==> src/rtl/irq_ctrl_pkg.sv <==
// Constants and register map of the two-level interrupt controller
package irq_ctrl_pkg;

    // ********************************************************
    // Machine cycle timing
    // ********************************************************
    localparam logic [3:0] PHASE_LAST   = 4'hB;  // 12 clocks per cycle
    localparam logic [3:0] PHASE_SAMPLE = 4'h9;  // State 5, phase 2
    localparam logic [1:0] CALL_CYCLES  = 2'h2;

    // ********************************************************
    // Register byte offsets
    // ********************************************************
    localparam logic [4:0] OFS_LEVEL  = 5'h00;
    localparam logic [4:0] OFS_ENABLE = 5'h04;
    localparam logic [4:0] OFS_TCTRL  = 5'h08;
    localparam logic [4:0] OFS_SRCFLG = 5'h0C;
    localparam logic [4:0] OFS_STATUS = 5'h10;

    // ********************************************************
    // Field positions
    // ********************************************************
    localparam int ENA_GLOBAL_BIT = 7;  // global_enable_bit
    localparam int TC_TRIG_A   = 0;     // ext_line_a_trigger_sel
    localparam int TC_FLAG_A   = 1;     // ext_line_a_flag
    localparam int TC_TRIG_B   = 2;     // ext_line_b_trigger_sel
    localparam int TC_FLAG_B   = 3;     // ext_line_b_flag
    localparam int TC_TF0      = 5;     // first_timer_overflow_flag
    localparam int TC_TF1      = 7;     // second_timer_overflow_flag
    localparam int SF_RX       = 0;     // uart_rx_done_flag
    localparam int SF_TX       = 1;     // uart_tx_done_flag
    localparam int SF_THIRD_TIMER_EXTERNAL_FLAG     = 6;     // third_timer_external_flag
    localparam int SF_TF2      = 7;     // third_timer_overflow_flag

    // Source index = level bit = enable bit = polling order
    localparam int SRC_EXT_A = 0;
    localparam int SRC_T0    = 1;
    localparam int SRC_EXT_B = 2;
    localparam int SRC_T1    = 3;
    localparam int SRC_UART  = 4;
    localparam int SRC_T2    = 5;

    localparam logic [5:0][15:0] VECTORS = {
        16'h002B, 16'h0023, 16'h001B, 16'h0013, 16'h000B, 16'h0003};

    // ********************************************************
    // Reset values
    // ********************************************************
    localparam logic [5:0] LEVEL_RST  = 6'h00;
    localparam logic [7:0] ENABLE_RST = 8'h00;
    localparam logic [7:0] TCTRL_RST  = 8'h00;
    localparam logic [7:0] SRCFLG_RST = 8'h00;

endpackage

==> src/rtl/irq_ctrl.sv <==
// Two-level, six-source interrupt controller with Avalon-MM registers
//
// What this block does
// - Each source has a software level bit; set selects the high level.
// - Low handler preempted only by high; high handler never preempted.
// - Pending requests at both levels: the high level is granted first.
// - Same-level tie order: lineA, timer1, lineB, timer2, serial, timer3.
// - Flags sampled at the sample phase, polled in the next machine cycle.
// - Withhold call: equal/higher in progress, not last cycle, blocking op.
// - Blocked requests are not remembered; each poll uses fresh samples.
// - Grant asks the core for a call pushing only the program counter.
// - Vectors 0003H,000BH,0013H,001BH,0023H,002BH in polling order.
// - Serial and timer3 flags never auto-cleared; lines only in edge mode.
// - Handler return clears current level's in-progress state.
// - Ordinary subroutine exit leaves in-progress state untouched.
// - Trigger select clear: low pin requests; set: edge triggered.
// - Edge mode: sample high then next sample low sets the line flag.
// - Request pins are inverted and latched at the sample phase.
// - The call occupies two machine cycles.
// - Lone-request latency is above 3 and below 9 machine cycles.
// - Extra wait at most 3 cycles, or 5 after blocking instructions.
// - Serial request = rx OR tx done; timer3 = overflow OR external.
// - Vectoring timer1 or timer2 clears its overflow flag.
// - Global enable clear blocks all; else each source gated by its bit.
// - Software flag writes act as hardware sets or clears, except level-mode line flags, which follow the pin.
//
// Design decisions made here: the register addresses and the Avalon-MM slave port.
`timescale 1ns/100ps

module irq_ctrl
    import irq_ctrl_pkg::*;
(
    input  wire logic        ref_clk,
    input  wire logic        rst,
    input  wire logic [4:0]  address,
    input  wire logic        read,
    input  wire logic        write,
    input  wire logic [3:0]  byteenable,
    input  wire logic [31:0] writedata,
    output logic      [31:0] readdata,
    output logic             waitrequest,
    input  wire logic        extRequestPinA_n,
    input  wire logic        extRequestPinB_n,
    input  wire logic        firstTimerOvf,
    input  wire logic        secondTimerOvf,
    input  wire logic        thirdTimerOvf,
    input  wire logic        thirdTimerExt,
    input  wire logic        uartRxDone,
    input  wire logic        uartTxDone,
    input  wire logic        instrLastCycle,
    input  wire logic        instrBlocking,
    input  wire logic        handlerReturn,
    output logic             hwCallReq,
    output logic      [15:0] hwCallVector,
    output logic             hwCallBusy,
    output logic             machineTick
);

    // ********************************************************
    // State
    // ********************************************************
    typedef struct packed {
        logic [3:0]  phase;
        logic [2:0]  syncA;
        logic [2:0]  syncB;
        logic        pinA;
        logic        pinB;
        logic        prevA;
        logic        prevB;
        logic [5:0]  levelSel;
        logic [7:0]  enableMask;
        logic        trigA;
        logic        trigB;
        logic        extAFlag;
        logic        extBFlag;
        logic        tf0;
        logic        tf1;
        logic        tf2;
        logic        third_timer_external_flag;
        logic        rxDone;
        logic        txDone;
        logic [5:0]  sampleSnap;
        logic [5:0]  pollSnap;
        logic [1:0]  inProg;
        logic [1:0]  callCnt;
        logic        callBusy;
        logic        regTouched;
        logic        callReq;
        logic [15:0] vector;
        logic        tick;
        logic        waitreq;
        logic [31:0] rdata;
    } state_type;

    state_type s_q;
    state_type s_d;

    logic [5:0] hiReq;
    logic [5:0] loReq;
    logic [2:0] hiIdx;
    logic [2:0] loIdx;
    logic [2:0] gIdx;
    logic       grant;
    logic       gLevel;
    logic       canPoll;
    logic       busReq;
    logic       accept;
    logic       wrLow;
    logic       touch;
    logic [5:0] srcReq;

    // Lowest set index wins, giving the fixed polling order
    function automatic logic [2:0] firstSet(input logic [5:0] v);
        logic [2:0] idx;
        idx = 3'h0;
        for (int i = 5; i >= 0; i--) begin
            if (v[i]) begin
                idx = 3'(i);
            end
        end
        return idx;
    endfunction

    function automatic logic [31:0] readMux(input state_type s,
                                            input logic [4:0] a);
        logic [31:0] r;
        r = 32'h0000_0000;
        case (a)
            OFS_LEVEL:  r[5:0] = s.levelSel;
            OFS_ENABLE: r[7:0] = s.enableMask & 8'hBF;
            OFS_TCTRL: begin
                r[TC_TRIG_A] = s.trigA;
                r[TC_FLAG_A] = s.extAFlag;
                r[TC_TRIG_B] = s.trigB;
                r[TC_FLAG_B] = s.extBFlag;
                r[TC_TF0]    = s.tf0;
                r[TC_TF1]    = s.tf1;
            end
            OFS_SRCFLG: begin
                r[SF_RX]   = s.rxDone;
                r[SF_TX]   = s.txDone;
                r[SF_THIRD_TIMER_EXTERNAL_FLAG] = s.third_timer_external_flag;
                r[SF_TF2]  = s.tf2;
            end
            OFS_STATUS: begin
                r[1:0]  = s.inProg;
                r[2]    = s.callBusy;
                r[13:8] = s.pollSnap;
            end
            default: r = 32'h0000_0000;
        endcase
        return r;
    endfunction

    // ********************************************************
    // Next-state logic
    // ********************************************************
    always_comb begin
        s_d = s_q;
        s_d.callReq = 1'b0;
        s_d.tick = (s_q.phase == PHASE_LAST - 4'h1);
        if (s_q.phase == PHASE_LAST) begin
            s_d.phase = 4'h0;
        end else begin
            s_d.phase = s_q.phase + 4'h1;
        end

        // Pin synchronisers; the filtered level moves once 2nd and 3rd agree
        s_d.syncA = {s_q.syncA[1:0], extRequestPinA_n};
        s_d.syncB = {s_q.syncB[1:0], extRequestPinB_n};
        if (s_q.syncA[2] == s_q.syncA[1]) begin
            s_d.pinA = s_q.syncA[2];
        end
        if (s_q.syncB[2] == s_q.syncB[1]) begin
            s_d.pinB = s_q.syncB[2];
        end

        // Bus slave: one wait cycle, write lands on the waitrequest-low edge
        busReq = read || write;
        accept = busReq && !s_q.waitreq;
        wrLow  = accept && write && byteenable[0];
        touch  = busReq && (address == OFS_LEVEL || address == OFS_ENABLE);
        if (busReq && s_q.waitreq) begin
            s_d.waitreq = 1'b0;
            s_d.rdata   = readMux(s_q, address);
        end else begin
            s_d.waitreq = 1'b1;
        end

        if (wrLow) begin
            case (address)
                OFS_LEVEL:  s_d.levelSel = writedata[5:0];
                OFS_ENABLE: s_d.enableMask = writedata[7:0] & 8'hBF;
                OFS_TCTRL: begin
                    s_d.trigA    = writedata[TC_TRIG_A];
                    s_d.extAFlag = writedata[TC_FLAG_A];
                    s_d.trigB    = writedata[TC_TRIG_B];
                    s_d.extBFlag = writedata[TC_FLAG_B];
                    s_d.tf0      = writedata[TC_TF0];
                    s_d.tf1      = writedata[TC_TF1];
                end
                OFS_SRCFLG: begin
                    s_d.rxDone = writedata[SF_RX];
                    s_d.txDone = writedata[SF_TX];
                    s_d.third_timer_external_flag   = writedata[SF_THIRD_TIMER_EXTERNAL_FLAG];
                    s_d.tf2    = writedata[SF_TF2];
                end
                default: s_d.rxDone = s_d.rxDone;
            endcase
        end

        // Enable or level access blocks the poll of this machine cycle
        if (s_q.phase == PHASE_LAST) begin
            s_d.regTouched = touch;
        end else if (touch) begin
            s_d.regTouched = 1'b1;
        end

        // Handler return retires the highest active level first
        if (handlerReturn) begin
            if (s_q.inProg[1]) begin
                s_d.inProg[1] = 1'b0;
            end else begin
                s_d.inProg[0] = 1'b0;
            end
        end
        // An ordinary subroutine exit has no strobe here, so it retires
        // nothing and lower requests stay blocked.

        // Poll: stale samples are discarded every cycle, never queued.
        hiReq   = s_q.pollSnap & s_q.levelSel;
        loReq   = s_q.pollSnap & ~s_q.levelSel;
        hiIdx   = firstSet(hiReq);
        loIdx   = firstSet(loReq);
        canPoll = (s_q.phase == PHASE_LAST) && !s_q.callBusy &&
                  instrLastCycle && !instrBlocking &&
                  !s_q.regTouched && !touch;
        grant  = 1'b0;
        gLevel = 1'b0;
        gIdx   = 3'h0;
        if (canPoll && hiReq != 6'h00 && !s_q.inProg[1]) begin
            grant  = 1'b1;
            gLevel = 1'b1;
            gIdx   = hiIdx;
        end else if (canPoll && loReq != 6'h00 &&
                     s_q.inProg == 2'h0) begin
            grant = 1'b1;
            gIdx  = loIdx;
        end

        if (grant) begin
            // Core pushes only the program counter, not the status word
            s_d.callReq          = 1'b1;
            s_d.vector           = VECTORS[gIdx];
            s_d.inProg[gLevel]   = 1'b1;
            s_d.callCnt          = CALL_CYCLES;
            s_d.callBusy         = 1'b1;
            if (gIdx == 3'(SRC_EXT_A) && s_q.trigA) begin
                s_d.extAFlag = 1'b0;
            end
            if (gIdx == 3'(SRC_EXT_B) && s_q.trigB) begin
                s_d.extBFlag = 1'b0;
            end
            if (gIdx == 3'(SRC_T0)) begin
                s_d.tf0 = 1'b0;
            end
            if (gIdx == 3'(SRC_T1)) begin
                s_d.tf1 = 1'b0;
            end
        end else if (s_q.phase == PHASE_LAST && s_q.callCnt != 2'h0) begin
            s_d.callCnt  = s_q.callCnt - 2'h1;
            s_d.callBusy = (s_q.callCnt != 2'h1);
        end

        // Hardware sets come last so they win over any clear
        s_d.tf0    = s_d.tf0 | firstTimerOvf;
        s_d.tf1    = s_d.tf1 | secondTimerOvf;
        s_d.tf2    = s_d.tf2 | thirdTimerOvf;
        s_d.third_timer_external_flag   = s_d.third_timer_external_flag | thirdTimerExt;
        s_d.rxDone = s_d.rxDone | uartRxDone;
        s_d.txDone = s_d.txDone | uartTxDone;

        // Pins latched inverted at the sample phase
        if (s_q.phase == PHASE_SAMPLE) begin
            s_d.prevA = s_q.pinA;
            s_d.prevB = s_q.pinB;
            if (!s_q.trigA) begin
                // Level mode follows the pin; the source owns it
                s_d.extAFlag = !s_q.pinA;
            end else if (s_q.prevA && !s_q.pinA) begin
                s_d.extAFlag = 1'b1;
            end
            if (!s_q.trigB) begin
                s_d.extBFlag = !s_q.pinB;
            end else if (s_q.prevB && !s_q.pinB) begin
                s_d.extBFlag = 1'b1;
            end
        end

        srcReq = {s_d.tf2 | s_d.third_timer_external_flag, s_d.rxDone | s_d.txDone,
                  s_d.tf1, s_d.extBFlag, s_d.tf0, s_d.extAFlag};
        if (s_q.phase == PHASE_SAMPLE) begin
            s_d.sampleSnap = srcReq & s_q.enableMask[5:0] &
                {6{s_q.enableMask[ENA_GLOBAL_BIT]}};
        end
        if (s_q.phase == PHASE_LAST) begin
            s_d.pollSnap = s_q.sampleSnap;
        end
    end

    // ********************************************************
    // State register
    // ********************************************************
    always_ff @(posedge ref_clk) begin
        if (rst) begin
            s_q            <= '0;
            s_q.syncA      <= 3'h7;
            s_q.syncB      <= 3'h7;
            s_q.pinA       <= 1'b1;
            s_q.pinB       <= 1'b1;
            s_q.prevA      <= 1'b1;
            s_q.prevB      <= 1'b1;
            s_q.levelSel   <= LEVEL_RST;
            s_q.enableMask <= ENABLE_RST;
            s_q.waitreq    <= 1'b1;
        end else begin
            s_q <= s_d;
        end
    end

    assign readdata     = s_q.rdata;
    assign waitrequest  = s_q.waitreq;
    assign hwCallReq    = s_q.callReq;
    assign hwCallVector = s_q.vector;
    assign hwCallBusy   = s_q.callBusy;
    assign machineTick  = s_q.tick;
endmodule

==> config.mk <==
export PLATFORM = sky130hd
export DESIGN_NAME = irq_ctrl
export DESIGN_NICKNAME = d
export VERILOG_FILES = /design/src/rtl/irq_ctrl_pkg.sv /design/src/rtl/irq_ctrl.sv
export SDC_FILE = /design/constraint.sdc
export NUM_CORES = 1
export LEC_CHECK = 0
export ABC_AREA = 1
export BUFFER_PORTS_ARGS = -buffer_cell sky130_fd_sc_hd__buf_2
export CORE_MARGIN = 5
export CORE_UTILIZATION = 30
export CTS_BUF_LIST = sky130_fd_sc_hd__clkbuf_4 sky130_fd_sc_hd__clkbuf_8
export DETAILED_ROUTE_END_ITERATION = 6
export RECOVER_POWER = 50
export SLEW_MARGIN = 20
export SYNTH_ARGS = -nofsm -noshare
export SYNTH_HDL_FRONTEND = slang
export SYNTH_SLANG_ARGS = --single-unit
==> constraint.sdc <==
create_clock -name ref_clk -period 1.65 [get_ports ref_clk]
set_input_delay 0.165 -clock ref_clk [delete_from_list [all_inputs] [get_ports ref_clk]]
set_output_delay 0.165 -clock ref_clk [all_outputs]
set_load 0.02 [all_outputs]
Yosys cells after proc, flatten, opt, wreduce, memory -nomap -nowiden
Memory sizes are Yosys's and may differ from the RTL's.
Cells that the tools add are included.
{"block": "word_totals", "reg_bits": 88, "romBits": 128, "input_bits": 56, "out_inout_bits": 52, "wordCells": 159, "n_memories": 1}
{"block": "classes", "add_sub_neg": 2, "order_cmp": 3, "eq_ne": 13, "mux": 52, "bitwise_logic": 14, "reduce_logical": 43}
{"name": "(no name shown)", "words": 8, "width": 16, "rd": 1, "rd_clocked_by_memory_dff": 0, "write_ports": 0, "line_no": "irq_ctrl.sv:254", "rtl": "s_d.vector = VECTORS[gIdx];"}
{"operator": "2-to-1 mux 3 bit", "count": 16}
{"operator": "AND 6 bit", "count": 4}
{"operator": "logical AND 1 bit", "count": 20}
{"operator": "2-to-1 mux 1 bit", "count": 19}
{"operator": "2-to-1 mux 17 bit", "count": 1}
{"operator": "2-to-1 mux 16 bit", "count": 1}
{"operator": "equality test 4 bit, second input constant", "count": 3}
{"operator": "nonzero test 6 bit", "count": 2}
{"operator": "equality test 5 x 4 -> 1 bit, second input constant", "count": 2}
{"operator": "case mux 2 bit (5 select lines)", "count": 1}
{"operator": "case mux 1 bit (3 select lines)", "count": 3}
{"operator": "zero test 1 bit", "count": 8}
{"operator": "2-to-1 mux 2 bit", "count": 4}
{"operator": "2-to-1 mux 4 bit", "count": 2}
{"operator": "2-to-1 mux 8 bit", "count": 1}
{"operator": "bitwise OR 1 bit", "count": 8}
{"operator": "equality test 3 x 2 -> 1 bit, second input constant", "count": 2}
{"operator": "2-to-1 mux 6 bit", "count": 1}
{"operator": "NOT 6 bit", "count": 1}
{"operator": "AND reduction 2 bit", "count": 3}
{"operator": "nonzero test 2 bit", "count": 3}
{"operator": "equality test 5 x 3 -> 1 bit, second input constant", "count": 1}
{"operator": "equality test 5 bit, second input constant", "count": 1}
{"operator": "zero test 5 bit", "count": 1}
{"operator": "other kinds (16)", "count": 19}

Longest topological paths before layout
{"block": "logic_depth", "depth_word": 19, "mapped_depth": 16, "ltp_nobuf": 16}

Least setup slack after synthesis
No wires, ideal clock.
{"block": "synth_path", "kind": "flip-flop to flip-flop", "startpoint": "register s_q[103] (netlist bit)", "endpoint": "register s_q[65] (netlist bit)", "setup_ns": 0.113, "t_arrival_ns": 1.516, "t_required_ns": 1.537, "slack_ns": 0.021, "stages_incl_launch_ff": 13, "period_less_slack_ns": 1.629, "cell_sequence": "dfxtp_1 > ha_1 > inv_2 > nor2_8 > nand3_4 > nor2_4 > nand3_2 > nand2_4 > nand2_2 > o21ai_2 > nand2_1 > nand3_1 > nand2_1"}
{"block": "synth_between", "elab_chain_cells": 19, "word_cells_on_any_way": 24}
{"item": "from (decl)", "line_no": "irq_ctrl.sv:95", "rtl": "state_type s_q;"}
{"item": "equality test 4 bit", "line_no": "irq_ctrl.sv:235", "rtl": "canPoll = (s_q.phase == PHASE_LAST) && !s_q.callBusy &&"}
{"item": "logical AND 1 bit (2 in series)", "line_no": "irq_ctrl.sv:235"}
{"item": "logical AND 1 bit (2 in series)", "line_no": "irq_ctrl.sv:236", "rtl": "instrLastCycle && !instrBlocking &&"}
{"item": "logical AND 1 bit", "line_no": "irq_ctrl.sv:237", "rtl": "!s_q.regTouched && !touch;"}
{"item": "logical AND 1 bit (2 in series)", "line_no": "irq_ctrl.sv:245", "rtl": "end else if (canPoll && loReq != 6'h00 &&"}
{"item": "2-to-1 mux 3 bit", "line_no": "irq_ctrl.sv:245"}
{"item": "2-to-1 mux 3 bit", "line_no": "irq_ctrl.sv:241", "rtl": "if (canPoll && hiReq != 6'h00 && !s_q.inProg[1]) begin"}
{"item": "equality test 3 x 2 -> 1 bit", "line_no": "irq_ctrl.sv:261", "rtl": "if (gIdx == 3'(SRC_EXT_B) && s_q.trigB) begin"}
{"item": "logical AND 1 bit", "line_no": "irq_ctrl.sv:261"}
{"item": "2-to-1 mux 1 bit", "line_no": "irq_ctrl.sv:261"}
{"item": "2-to-1 mux 4 bit", "line_no": "irq_ctrl.sv:251", "rtl": "if (grant) begin"}
{"item": "2-to-1 mux 1 bit", "line_no": "irq_ctrl.sv:295", "rtl": "end else if (s_q.prevB && !s_q.pinB) begin"}
{"item": "2-to-1 mux 1 bit", "line_no": "irq_ctrl.sv:293", "rtl": "if (!s_q.trigB) begin"}
{"item": "2-to-1 mux 2 bit", "line_no": "irq_ctrl.sv:284", "rtl": "if (s_q.phase == PHASE_SAMPLE) begin"}
{"item": "AND 6 bit (2 in series)", "line_no": "irq_ctrl.sv:303", "rtl": "s_d.sampleSnap = srcReq & s_q.enableMask[5:0] &"}
Several ways; a longest one is shown, not always the timed one.
A chain may end at the register's enable or synchronous reset.

Final worst setup path
{"block": "layout_path", "startpoint": "register s_q[103] (netlist bit)", "endpoint": "register s_q[63] (netlist bit)"}
{"block": "layout_between", "elab_chain_cells": 19, "word_cells_on_any_way": 24}
{"item": "equality test 4 bit", "line_no": "irq_ctrl.sv:235"}
{"item": "logical AND 1 bit (2 in series)", "line_no": "irq_ctrl.sv:235"}
{"item": "logical AND 1 bit (2 in series)", "line_no": "irq_ctrl.sv:236"}
{"item": "logical AND 1 bit", "line_no": "irq_ctrl.sv:237"}
{"item": "logical AND 1 bit (2 in series)", "line_no": "irq_ctrl.sv:245"}
{"item": "2-to-1 mux 3 bit", "line_no": "irq_ctrl.sv:245"}
{"item": "2-to-1 mux 3 bit", "line_no": "irq_ctrl.sv:241"}
{"item": "zero test 3 bit", "line_no": "irq_ctrl.sv:258", "rtl": "if (gIdx == 3'(SRC_EXT_A) && s_q.trigA) begin"}
{"item": "logical AND 1 bit", "line_no": "irq_ctrl.sv:258"}
{"item": "2-to-1 mux 1 bit", "line_no": "irq_ctrl.sv:258"}
{"item": "2-to-1 mux 4 bit", "line_no": "irq_ctrl.sv:251"}
{"item": "2-to-1 mux 1 bit", "line_no": "irq_ctrl.sv:290", "rtl": "end else if (s_q.prevA && !s_q.pinA) begin"}
{"item": "2-to-1 mux 1 bit", "line_no": "irq_ctrl.sv:287", "rtl": "if (!s_q.trigA) begin"}
{"item": "2-to-1 mux 2 bit", "line_no": "irq_ctrl.sv:284"}
{"item": "AND 6 bit (2 in series)", "line_no": "irq_ctrl.sv:303"}
Several ways; a longest one is shown, not always the timed one.

==> flow_metrics.env <==
export IMPL_status="complete, no violations"
export IMPL_grt_overflow=0
export IMPL_ios=108
export IMPL_wl_per_cell_um=12.6
export IMPL_n_antenna_cell=0
export IMPL_synth_cell_types=34
export IMPL_routed_wl_mm=9.60
export IMPL_vias=3336
export IMPL_async_reset_ff_frac=0
export IMPL_die_area_sq_mm=0.0151
export IMPL_cap_violations=0
export IMPL_area_growth_pct=19.0
export IMPL_clock_skew_ps=10.8
export IMPL_fp_dieH_um=123
export IMPL_syn_avg_cell_area_sq_um=7.36
export IMPL_yosysWarnings=0
export IMPL_antenna_found_initial=0
export IMPL_crit_path_end_kind="flop"
export IMPL_nFillCells=1348
export IMPL_worstPathMaxFanout=5
export IMPL_met1_usage=0.157
export IMPL_final_cell_mix="nand2_1 (95), dfxtp_1 (65), inv_1 (54)"
export IMPL_power_frac_comb=0.091
export IMPL_min_path_type="input pin to flop"
export IMPL_final_common_cell="nand2_1"
export IMPL_drive_gt1_frac=0.266
export IMPL_hold_violations=0
export IMPL_cts_root_buf="clkbuf_8"
export IMPL_use_met3=0.0188
export IMPL_cp_data_required_time_ps=1910
export IMPL_ctsLongestPathBuffers=2
export IMPL_power_density_mw_per_mm2=833
export IMPL_viasPerCell=4.36
export IMPL_critPathKind="flop to flop"
export IMPL_drtPass1Iterations=4
export IMPL_grt_busiest_layer="met2"
export IMPL_drc=0
export IMPL_setup_viol=0
export IMPL_finalCriticalPeriod_ps=1620
export IMPL_swShare=0.257
export IMPL_ant_nets=0
export IMPL_critical_path_top_delay_family="simple AND/OR/NAND/NOR gates"
export IMPL_ys_ff_latch=76
export IMPL_num_rows=41
export IMPL_ys_top_cells_by_area="dfxtp_1 (40%), nand2_1 (10%), buf_4 (9.4%), a21oi_1 (6.1%), inv_1 (5.5%)"
export IMPL_slowest_delay_ps=360
export IMPL_synth_top_cell_area_share=0.397
export IMPL_ys_seq_area_frac=0.397
export IMPL_fin_area_sq_mm=0.00456
export IMPL_min_period_over_period=0.982
export IMPL_rsz0062_at_grt="yes"
export IMPL_yosys_area_top_type="dfxtp_1"
export IMPL_power_frac_seq=0.498
export IMPL_cts_tree="built"
export IMPL_portBuffers=51
export IMPL_dieWidth_um=123
export IMPL_place_inst=739
export IMPL_synth_edf_count=0
export IMPL_grt_pass1_vias=3123
export IMPL_synth_area_sq_mm=0.00383
export IMPL_p_switching_uw=975
export IMPL_cpMostUsedCell="nand2_1"
export IMPL_dp_hpwl_mm=7.36
export IMPL_fin_nets=649
export IMPL_synth_cells=521
export IMPL_clkPwrFrac=0.410
export IMPL_start_util=0.305
export IMPL_cp_arrival_ps=1880
export IMPL_track_usage=0.126
export IMPL_cp_start_kind="flop"
export IMPL_core_area_sq_mm=0.0126
export IMPL_leakage_nw=2.00
export IMPL_critPathSlowestCell="dfxtp_2"
export IMPL_gp_congestion=0.876
export IMPL_fmax_ghz=0.617
export IMPL_grt_max_degree=42
export IMPL_path_cells="ha_4 -> inv_4 -> nor2_8 -> nand3_4 -> nor2_4 -> nor2_1 -> nand2_1 -> nand2_4 -> nor2_2 -> nand2_1 -> nand2_1 -> nand2_1 -> nand3_1 -> nand2_1"
export IMPL_peakVddDrop_mv=0.426
export IMPL_cts_inserted_buffers=9
export IMPL_critPathBufInv=1
export IMPL_p_int_mw=2.83
export IMPL_drv_slew=0
export IMPL_cts_sinks=76
export IMPL_dpl_cell_area_sq_mm=0.00421
export IMPL_first_iter_violations=170
export IMPL_use_met2=0.212
export IMPL_synth_ff_type="dfxtp_1"
export IMPL_clkTransAtPathRegs_ps=80
export IMPL_grt_pass1_wl_mm=14.9
export IMPL_final_cells=765
export IMPL_h_tree_depth=3
export IMPL_clk_latency_ps=360
cell families after synthesis:
logic type	share of synthesized area
and+or+nand+nor	0.267
buffers and inverters	0.170
AOI/OAI and AO/OA	0.149
DFF	0.397
adders and majority gates	0.0163
other	0.000978
routing by layer:
layer / vias up / share of wire
met2: 82 / 0.48
met5: - / 0
met4: 0 / 0.024
met1: 1511 / 0.45
met3: 15 / 0.049
li1: 1728 / -
stage by stage:
stage	TNS (ps)	util	hold WS (ps)	total power [mW]	setup WS, ps
finish	0	0.363	34.5	3.80	29.6
global route	-276	0.363	37.0	3.97	-107
CTS	-5.87	0.356	23.6	3.87	-5.87
detailed placement	-48.3	0.335	350	2.28	-35.9
global placement	0	0.335	352	2.27	11.7
floorplan	0	-	269	2.23	20.9
path summary, 6_finish.rpt:
kind | depth (start not counted) | start | end | slack [ps]
worst max-delay path | 14 | s_q[103]$_SDFF_PP0_ | s_q[63]$_SDFFE_PP0N_ | 30
worst min-delay path | 3 | uartRxDone | s_q[70]$_SDFF_PP0_ | 30
worst max register to register | 14 | s_q[103]$_SDFF_PP0_ | s_q[63]$_SDFFE_PP0N_ | 30
worst min register to register | 1 | s_d[98]$_SDFF_PP1_ | s_d[99]$_SDFF_PP1_ | 410
tightest hold or removal path: stages:
cell and delay, ps:
buf_2 80, a211oi_1 50, nor2_1 70
Yosys cell counts, types with 2 or more instances:
library cell and number:
nor2_2 6, nor2_4 8, nand3_4 2, buf_4 48, dfxtp_1 76, nand3_1 20, nor2_1 49, o21bai_1 2
nand2_1 102, a211oi_1 5, o22ai_1 6, o221ai_1 2, clkbuf_1 8, o21ai_0 32, nand2_2 7, o211ai_1 3
a21oi_1 47, inv_2 11, buf_2 2, nand3_2 3, ha_1 5, or2_2 6, nand4_1 2, inv_1 56
o21ai_2 2, nand2_4 3
sequential cells by signal, indices dropped and copies added, names as in the netlist:
signal / cells
s_d: 4
readdata: 14
machineTick: 1
waitrequest: 1
hwCallReq: 1
hwCallVector: 4
s_q: 50
hwCallBusy: 1
power groups by stage:
stage	Sequential, mW	Clock (mW)	Combinational, mW
6_report	1.89	1.56	0.347
5_1_grt	1.90	1.68	0.384
4_1_cts	1.89	1.62	0.351
3_5_place_dp	1.94	0	0.343
3_3_place_gp	1.93	0	0.337
2_1_floorplan	1.93	0	0.292
area by class of cell:
class                           instances  area (sq um)  share of cell area
Inverter                               67           256              0.0562
Clock inverter                          7          91.3              0.0200
Tap cell                              172           215              0.0472
Sequential cell                        76          1540               0.337
Clock buffer                            9           124              0.0272
Multi-Input combinational cell        349          1830               0.400
Timing Repair Buffer                   85           514               0.113
timing repair:
item                                   4_1_cts  5_1_grt
hold buffers                                 3        0
pin swaps                                    7        5
setup endpoints to repair                    3       11
cloned                                       0        1
buffers inserted                             1        5
resized for setup                            5       27
endpoints found under the hold margin        4        0
No activity file was read; power rests on OpenSTA's default activity.
